$ cat config.mk
export PLATFORM = sky130hd
export DESIGN_NAME = fault_limit_response_bank
export DESIGN_NICKNAME = d
export VERILOG_FILES = /design/src/design/linear11_cmp.v /design/src/design/retry_timer.v /design/src/design/fault_limit_response_bank.v
export VERILOG_INCLUDE_DIRS = /design/src /design/src/design
export SDC_FILE = /design/constraint.sdc
export NUM_CORES = 2
export LEC_CHECK = 0
export BUFFER_PORTS_ARGS = -buffer_cell sky130_fd_sc_hd__buf_2
export CAP_MARGIN = 20
export CORE_MARGIN = 4
export CORE_UTILIZATION = 40
export DETAILED_ROUTE_END_ITERATION = 12
export PLACE_DENSITY = 0.56
export SLEW_MARGIN = 20
export SYNTH_ARGS = -nofsm -noshare
export SYNTH_HDL_FRONTEND = slang
export SYNTH_SLANG_ARGS = --single-unit
export TNS_END_PERCENT = 100
$ cat constraint.sdc
create_clock -name sys_clk -period 7.05 [get_ports sys_clk]
set_input_delay 0.705 -clock sys_clk [delete_from_list [all_inputs] [get_ports sys_clk]]
set_output_delay 0.705 -clock sys_clk [all_outputs]
set_load 0.02 [all_outputs]
$ cat src/design/fault_limit_map.vh
`ifndef FAULT_LIMIT_MAP_VH
`define FAULT_LIMIT_MAP_VH

// Register command codes
`define CMD_OUT_UC_THR      8'h4B
`define CMD_OT_FAULT_THR    8'h4F
`define CMD_OT_ACTION       8'h50
`define CMD_OT_WARN_THR     8'h51
`define CMD_UT_WARN_THR     8'h52
`define CMD_UT_FAULT_THR    8'h53
`define CMD_UT_ACTION       8'h54
`define CMD_VIN_OV_THR      8'h55
`define CMD_VIN_OV_ACTION   8'h56
`define CMD_VIN_OV_WARN     8'h57
`define CMD_STATUS_BYTE     8'h78
`define CMD_STATUS_WORD     8'h79

// Reset values
`define RST_OUT_UC_THR      16'hDC3F
`define RST_OT_FAULT_THR    16'hEBE8
`define RST_OT_WARN_THR     16'hEB70
`define RST_UT_WARN_THR     16'hDC40
`define RST_UT_FAULT_THR    16'hE530
`define RST_VIN_OV_THR      16'hD3A0
`define RST_VIN_OV_WARN     16'hD34D
`define RST_ACTION          8'h80

// Action byte fields
`define ACT_RSVD_HI         7
`define ACT_RSVD_LO         6
`define ACT_RSVD_VAL        2'h2
`define ACT_MODE_HI         5
`define ACT_MODE_LO         3
`define ACT_MODE_NORETRY    3'h0
`define ACT_MODE_RETRY      3'h7
`define ACT_DLY_HI          2
`define ACT_DLY_LO          0

// Status bit positions
`define STS_OTHER_BIT       0
`define STS_TEMP_BIT        2
`define STS_INPUT_BIT       13

// Timing
`define CLK_HZ              50000000
`define RETRY_STEP_MS       35
`define RETRY_STEP_CYC      ((`CLK_HZ / 1000) * `RETRY_STEP_MS)

`endif

$ cat src/design/linear11_cmp.v
`timescale 1ns/1ps
`default_nettype none
// Signed linear-eleven comparison: a > b
module linear11_cmp (
    input  wire [15:0] a,
    input  wire [15:0] b,
    output wire        greater
);
    wire signed [4:0]  ea = a[15:11];
    wire signed [4:0]  eb = b[15:11];
    wire signed [10:0] ma = a[10:0];
    wire signed [10:0] mb = b[10:0];
    wire signed [5:0]  emin = (ea < eb) ? {ea[4], ea} : {eb[4], eb};
    wire        [5:0]  sa = {ea[4], ea} - emin;
    wire        [5:0]  sb = {eb[4], eb} - emin;
    wire signed [47:0] va = {{37{ma[10]}}, ma} <<< sa[4:0];
    wire signed [47:0] vb = {{37{mb[10]}}, mb} <<< sb[4:0];
    assign greater = va > vb;
endmodule
`default_nettype wire

$ cat src/design/retry_timer.v
`timescale 1ns/1ps
`default_nettype none
`include "fault_limit_map.vh"
// Counts (code+1) retry steps, pulses done
module retry_timer #(
    parameter STEP_CYC = `RETRY_STEP_CYC
) (
    input  wire       sys_clk,
    input  wire       rst,
    input  wire       start,
    input  wire [2:0] code,
    output reg        done
);
    reg [31:0] cyc_r;
    reg [3:0]  steps_r;
    reg        run_r;
    always @(posedge sys_clk or posedge rst) begin
        if (rst) begin
            cyc_r   <= 32'h0;
            steps_r <= 4'h0;
            run_r   <= 1'b0;
            done    <= 1'b0;
        end else begin
            done <= 1'b0;
            if (start) begin
                run_r   <= 1'b1;
                cyc_r   <= 32'h0;
                steps_r <= {1'b0, code} + 4'h1;
            end else if (run_r) begin
                if (cyc_r == STEP_CYC - 1) begin
                    cyc_r <= 32'h0;
                    if (steps_r == 4'h1) begin
                        run_r <= 1'b0;
                        done  <= 1'b1;
                    end
                    steps_r <= steps_r - 4'h1;
                end else begin
                    cyc_r <= cyc_r + 32'h1;
                end
            end
        end
    end
endmodule
`default_nettype wire

$ cat src/design/fault_limit_response_bank.v
`timescale 1ns/1ps
`default_nettype none
`include "fault_limit_map.vh"
module fault_limit_response_bank #(
    parameter STEP_CYC = `RETRY_STEP_CYC
) (
    input  wire        sys_clk,
    input  wire        rst,
    input  wire        wr_en,
    input  wire [7:0]  cmd,
    input  wire [15:0] wr_data,
    output reg  [15:0] rd_data,
    input  wire        clear_faults,
    input  wire [15:0] temp_meas,
    input  wire [15:0] vin_meas,
    input  wire        run_cmd,
    output wire [15:0] output_undercurrent_threshold,
    output wire        output_enable,
    output wire        alert_n
);
    ////////////////////////////////////////////////////////////////////
    // Settings
    localparam [7:0] RST_ACT = `RST_ACTION;
    reg [15:0] uc_thr_r;
    reg [15:0] otf_thr_r;
    reg [15:0] otw_thr_r;
    reg [15:0] utw_thr_r;
    reg [15:0] utf_thr_r;
    reg [15:0] ovf_thr_r;
    reg [15:0] ovw_thr_r;
    reg [5:0]  ot_act_r;
    reg [5:0]  ut_act_r;
    reg [5:0]  ov_act_r;

    always @(posedge sys_clk or posedge rst) begin
        if (rst) begin
            uc_thr_r  <= `RST_OUT_UC_THR;
            otf_thr_r <= `RST_OT_FAULT_THR;
            otw_thr_r <= `RST_OT_WARN_THR;
            utw_thr_r <= `RST_UT_WARN_THR;
            utf_thr_r <= `RST_UT_FAULT_THR;
            ovf_thr_r <= `RST_VIN_OV_THR;
            ovw_thr_r <= `RST_VIN_OV_WARN;
            ot_act_r  <= RST_ACT[5:0];
            ut_act_r  <= RST_ACT[5:0];
            ov_act_r  <= RST_ACT[5:0];
        end else if (wr_en) begin
            case (cmd)
                `CMD_OUT_UC_THR:    uc_thr_r  <= wr_data;
                `CMD_OT_FAULT_THR:  otf_thr_r <= wr_data;
                `CMD_OT_WARN_THR:   otw_thr_r <= wr_data;
                `CMD_UT_WARN_THR:   utw_thr_r <= wr_data;
                `CMD_UT_FAULT_THR:  utf_thr_r <= wr_data;
                `CMD_VIN_OV_THR:    ovf_thr_r <= wr_data;
                `CMD_VIN_OV_WARN:   ovw_thr_r <= wr_data;
                `CMD_OT_ACTION:     ot_act_r  <= wr_data[5:0];
                `CMD_UT_ACTION:     ut_act_r  <= wr_data[5:0];
                `CMD_VIN_OV_ACTION: ov_act_r  <= wr_data[5:0];
                default: ;
            endcase
        end
    end
    assign output_undercurrent_threshold = uc_thr_r;

    ////////////////////////////////////////////////////////////////////
    // Comparisons in linear-eleven encoding
    wire t_gt_otf;
    wire t_gt_otw;
    wire utw_gt_t;
    wire utf_gt_t;
    wire v_gt_ovf;
    wire v_gt_ovw;
    linear11_cmp c0 (.a(temp_meas), .b(otf_thr_r), .greater(t_gt_otf));
    linear11_cmp c1 (.a(temp_meas), .b(otw_thr_r), .greater(t_gt_otw));
    linear11_cmp c2 (.a(utw_thr_r), .b(temp_meas), .greater(utw_gt_t));
    linear11_cmp c3 (.a(utf_thr_r), .b(temp_meas), .greater(utf_gt_t));
    linear11_cmp c4 (.a(vin_meas), .b(ovf_thr_r), .greater(v_gt_ovf));
    linear11_cmp c5 (.a(vin_meas), .b(ovw_thr_r), .greater(v_gt_ovw));
    wire t_below_otw = !t_gt_otw && (temp_meas != otw_thr_r);
    wire t_above_utw = !utw_gt_t && (temp_meas != utw_thr_r);

    ////////////////////////////////////////////////////////////////////
    // Fault and warning flags; set wins over clear
    reg ot_fault_r;
    reg ut_fault_r;
    reg ov_fault_r;
    reg overtemp_warning_flag;
    reg undertemp_warning_flag;
    reg input_overvoltage_warning_flag;

    always @(posedge sys_clk or posedge rst) begin
        if (rst) begin
            ot_fault_r <= 1'b0;
            ut_fault_r <= 1'b0;
            ov_fault_r <= 1'b0;
            overtemp_warning_flag <= 1'b0;
            undertemp_warning_flag <= 1'b0;
            input_overvoltage_warning_flag <= 1'b0;
        end else begin
            if (t_gt_otf)
                ot_fault_r <= 1'b1;
            else if (t_below_otw)
                ot_fault_r <= 1'b0;
            if (utf_gt_t)
                ut_fault_r <= 1'b1;
            else if (t_above_utw)
                ut_fault_r <= 1'b0;
            if (v_gt_ovf)
                ov_fault_r <= 1'b1;
            else if (clear_faults)
                ov_fault_r <= 1'b0;
            if (t_gt_otw)
                overtemp_warning_flag <= 1'b1;
            else if (clear_faults)
                overtemp_warning_flag <= 1'b0;
            if (utw_gt_t)
                undertemp_warning_flag <= 1'b1;
            else if (clear_faults)
                undertemp_warning_flag <= 1'b0;
            if (v_gt_ovw)
                input_overvoltage_warning_flag <= 1'b1;
            else if (clear_faults)
                input_overvoltage_warning_flag <= 1'b0;
        end
    end

    wire temperature_flag = ot_fault_r | ut_fault_r | overtemp_warning_flag
                            | undertemp_warning_flag;
    wire other_event_flag = input_overvoltage_warning_flag | ov_fault_r;
    wire input_flag = input_overvoltage_warning_flag | ov_fault_r;
    wire [15:0] status_word = ({15'h0, other_event_flag} << `STS_OTHER_BIT)
                            | ({15'h0, temperature_flag} << `STS_TEMP_BIT)
                            | ({15'h0, input_flag} << `STS_INPUT_BIT);
    assign alert_n = ~(|status_word);

    ////////////////////////////////////////////////////////////////////
    // Response engine
    localparam S_RUN  = 3'b001;
    localparam S_HOLD = 3'b010;
    localparam S_WAIT = 3'b100;

    reg  [2:0] state_r;
    reg  [5:0] act_r;
    reg        fault_d_r;
    wire       any_fault = ot_fault_r | ut_fault_r | ov_fault_r;
    wire [2:0] rise = {ot_fault_r, ut_fault_r, ov_fault_r} & ~{3{fault_d_r}};
    wire [5:0] new_act = rise[2] ? ot_act_r : (rise[1] ? ut_act_r : ov_act_r);
    wire       tmr_start = (state_r == S_RUN) && run_cmd && (|rise);
    wire       tmr_done;

    retry_timer #(.STEP_CYC(STEP_CYC)) timer (
        .sys_clk (sys_clk),
        .rst     (rst),
        .start   (tmr_start),
        .code    (new_act[`ACT_DLY_HI:`ACT_DLY_LO]),
        .done    (tmr_done)
    );

    always @(posedge sys_clk or posedge rst) begin
        if (rst) begin
            state_r   <= S_RUN;
            act_r     <= 6'h0;
            fault_d_r <= 1'b0;
        end else begin
            fault_d_r <= any_fault;
            case (state_r)
                S_RUN: begin
                    if (|rise) begin
                        act_r <= new_act;
                        if (new_act[`ACT_MODE_HI:`ACT_MODE_LO] == `ACT_MODE_RETRY)
                            state_r <= S_WAIT;
                        else
                            state_r <= S_HOLD;
                    end
                end
                S_HOLD: begin
                    if (!any_fault && clear_faults)
                        state_r <= S_RUN;
                end
                S_WAIT: begin
                    if (!run_cmd)
                        state_r <= S_HOLD;
                    else if (tmr_done)
                        state_r <= S_RUN;
                end
                default: state_r <= S_RUN;
            endcase
        end
    end
    assign output_enable = run_cmd && (state_r == S_RUN) && !(|rise);

    ////////////////////////////////////////////////////////////////////
    // Readback
    always @(posedge sys_clk or posedge rst) begin
        if (rst) begin
            rd_data <= 16'h0;
        end else begin
            case (cmd)
                `CMD_OUT_UC_THR:    rd_data <= uc_thr_r;
                `CMD_OT_FAULT_THR:  rd_data <= otf_thr_r;
                `CMD_OT_WARN_THR:   rd_data <= otw_thr_r;
                `CMD_UT_WARN_THR:   rd_data <= utw_thr_r;
                `CMD_UT_FAULT_THR:  rd_data <= utf_thr_r;
                `CMD_VIN_OV_THR:    rd_data <= ovf_thr_r;
                `CMD_VIN_OV_WARN:   rd_data <= ovw_thr_r;
                `CMD_OT_ACTION:     rd_data <= {8'h0, `ACT_RSVD_VAL, ot_act_r};
                `CMD_UT_ACTION:     rd_data <= {8'h0, `ACT_RSVD_VAL, ut_act_r};
                `CMD_VIN_OV_ACTION: rd_data <= {8'h0, `ACT_RSVD_VAL, ov_act_r};
                `CMD_STATUS_BYTE:   rd_data <= {8'h0, status_word[7:0]};
                `CMD_STATUS_WORD:   rd_data <= status_word;
                default:            rd_data <= 16'h0;
            endcase
        end
    end
endmodule
`default_nettype wire

==> metrics.txt <==
outcome=finished, final reports clean; Routed Antenna Nets=0; die footprint=79830 um2; VDD IR max=0.1913 mV; count of flip-flops with a built-in enable after synthesis=0; kind of critical path=reg -> reg; Worst slew margin=26.08%; RePlAce Congestion=between 0.9 and 1; Post-Route WL=~110000 um; vias in the first global route=27840; Final Max Slew Viols=0; Worst Path Buf+Inv=1; syn_nets=4345; Die Y=282.6 um; Worst Tran Pin Value=around 1.1 ns; DRT iter0 DRCs=3198; CTS tree=yes; IO Port Bufs=94; final worst slack=about 0.5 ns; first-pass GRT wire length=164800 um; # hold bufs at CTS=0; # fillers=7696; Worst path max stage delay=0.69 ns; H-tree depth=4; DP Cell Count=4912; Area growth syn-to-layout=7.764%; commonest non-fill, non-tap cells in the layout=nand2_1 (414), nor2_1 (356), a21oi_1 (347); latest clock arrival within the worst-skew pair=0.46 ns; Power Total=between 6 and 7 mW; worst hold path class=in -> async; Worst Clk Skew=between 0.015 and 0.02 ns; FF+latch count, synth=194; startpoint types=flop; CTS max path bufs=2; DRT Pass-1 Iters=7; leakage power=about 14 nW; Max Freq=0.1526 GHz; CTS resizes=0; non-filler cells, final=roughly 4900; Syn Inst Count=~4000; pin count of the biggest net entering global routing=121; setup violators final=0; gr usage total=25.94%; Core Region=74570 um2; initial antenna violation count=5; final period utilization=92.98%; boundary pin count=95; clk sinks=194; Fin. Hold Viols=0; CP required=between 7 and 8 ns; CP Max Fanout=13; post-layout min period=6.555 ns; yosys warns=0; CP delay by family, top=compound AO/OA/AOI/OAI gates; die width=282.6 um; Netlist cell types=109; Vias=30630; share of cells above drive strength 1=15.17%; setup bufs post-CTS=0; DP HPWL=around 84000 um; worst slack, placed=0.1436 ns; # Max-Cap Violations=0; routed vias/inst=~6.2; ordered cell list for the critical path=inv_1 > ha_1 > nand4_2 > o221a_2 > a21oi_2 > o21ai_0 > ha_1 > mux2_2 > a21oi_1 > o22ai_1 > o21bai_1 > a221o_1 > a21oi_1 > nor2_1 > ha_1 > and3_1 > nand4_1 > or2_2 > a21oi_1 > nor3_1 > o21ai_0 > mux2i_1 > o311ai_0; ys flop type=dfrtp_1; syn_area_per_cell=7.618 um2; WL/cell=21.68 um; Worst Path Arrival=between 6 and 7 ns; Mapped Area=between 30000 and 40000 um2; drt drc=0; Setup TNS=0 ns; CP endpoint kind=flop; unrepaired setup endpoints after global routing=false; sequential cell area fraction in the yosys report=16.35%; commonest non-fill, non-tap cell in the layout=nand2_1; fraction of registers with async set/reset=100.0%; CP max stage cell=ha_1; Initial Utilization=about two fifths; Clock transition at path regs=0.09 ns; num rows=100; clock buffer count from CTS=17; # nets final=4349; root buf cell=clkbuf_16; grt total ovfl=0; power density cells=196.4 nW/um2
==> final timing paths <==
check                           cells past startpoint  slack (ns)             end           start
worst max-delay path                               23        0.50      ot_fault_r   otw_thr_r[15]
worst min-delay path                                2        0.34  timer.cyc_r[9]             rst
worst max register to register                     23        0.50      ot_fault_r   otw_thr_r[15]
worst min register to register                      1        0.52  timer.cyc_r[8]  timer.cyc_r[8]
max in group asynchronous                           3        5.22     ut_act_r[2]             rst
min in group sys_clk                                1        0.52  timer.cyc_r[8]  timer.cyc_r[8]
==> final cells by class <==
type,count,area [um2],area share (%)
antenna,3,7.507,0.02310
clock buffer,18,450.4,1.386
clock inverter,14,153.9,0.4736
inverter,126,480.5,1.479
multi-input combinational,3405,23860,73.42
sequential,194,4930,15.17
tap,969,1212,3.731
timing repair buffer,218,1401,4.313
==> power breakdown <==
group / switching (mW) / internal [mW] / leakage, nW
Sequential: 0.145 / 1.22 / 2.41
Combinational: 2.48 / 1.52 / 11.7
Clock: 0.510 / 0.497 / 0.293
==> per-stage QoR <==
step | hold slack, ns | utilization, % | cell area (um2)
global placement | 0.4985 | 42.73 | 31870
CTS | 0.4377 | 43.55 | 32470
finish | 0.3381 | 43.57 | 32490
global route | 0.4504 | 43.57 | 32490
detailed placement | 0.5050 | 42.73 | 31870
floorplan | 0.4729 | - | 30150
==> worst register-to-register path, stage by stage (launching register included) <==
cell	delay (ns)
dfstp_2	0.58
inv_1	0.05
ha_1	0.40
nand4_2	0.17
o221a_2	0.37
a21oi_2	0.18
o21ai_0	0.14
ha_1	0.69
mux2_2	0.41
a21oi_1	0.48
o22ai_1	0.16
o21bai_1	0.18
a221o_1	0.34
a21oi_1	0.24
nor2_1	0.08
ha_1	0.29
and3_1	0.15
nand4_1	0.12
or2_2	0.32
a21oi_1	0.12
nor3_1	0.06
o21ai_0	0.39
mux2i_1	0.34
o311ai_0	0.15
==> Yosys cell counts (all sizes together) (51+ instances only) <==
| cell type | count | area [um2] |
|---|---|---|
| a21o | 77 | 578.1 |
| a21oi | 352 | 1788 |
| a22oi | 51 | 387.9 |
| a31oi | 61 | 396.6 |
| buf | 87 | 442.9 |
| clkbuf | 146 | 548.0 |
| dfrtp | 134 | 3353 |
| dfstp | 60 | 1577 |
| ha | 326 | 4079 |
| inv | 120 | 450.4 |
| mux2 | 198 | 2230 |
| mux2i | 227 | 2272 |
| nand2 | 415 | 1560 |
| nand2b | 51 | 319.1 |
| nand3 | 119 | 600.6 |
| nand4 | 71 | 450.4 |
| nor2 | 361 | 1363 |
| nor3 | 94 | 485.5 |
| o21ai | 313 | 1597 |
| xor2 | 62 | 565.6 |
==> flip-flops by register name (all words and copies together), names as in the netlist, 3 cells and up <==
signal                         count
utw_thr_r                         16
otw_thr_r                         16
timer.cyc_r                       32
otf_thr_r                         16
utf_thr_r                         16
ot_act_r                           6
ut_act_r                           6
state_r                            3
ovw_thr_r                         16
ov_act_r                           6
rd_data                           16
ovf_thr_r                         16
timer.steps_r                      4
output_undercurrent_threshold     16
==> layer usage <==
metal	part of all wire [%]	vias to the layer above	track usage [%]	wire, um
li1	-	14840	-	-
met1	46	14520	38.37	49790
met2	44	1162	40.67	47240
met3	7.4	106	3.277	7987
met4	2.1	0	5.055	2215
met5	0	-	0	0
==> logic make-up (layout without fill, tap and decap cells) <==
logic type	count (synthesis)	count (layout)	synth area share, %
muxes	430	430	15.30
buffers and inverters	359	376	4.855
DFF	194	194	16.35
adders and majority gates	326	326	13.53
other	0	3	0
and+or+nand+nor	1325	1325	20.58
xor gates and xnor gates	94	94	2.967
AOI/OAI and AO/OA	1230	1230	26.42
Power figures use the tool's default switching activity.
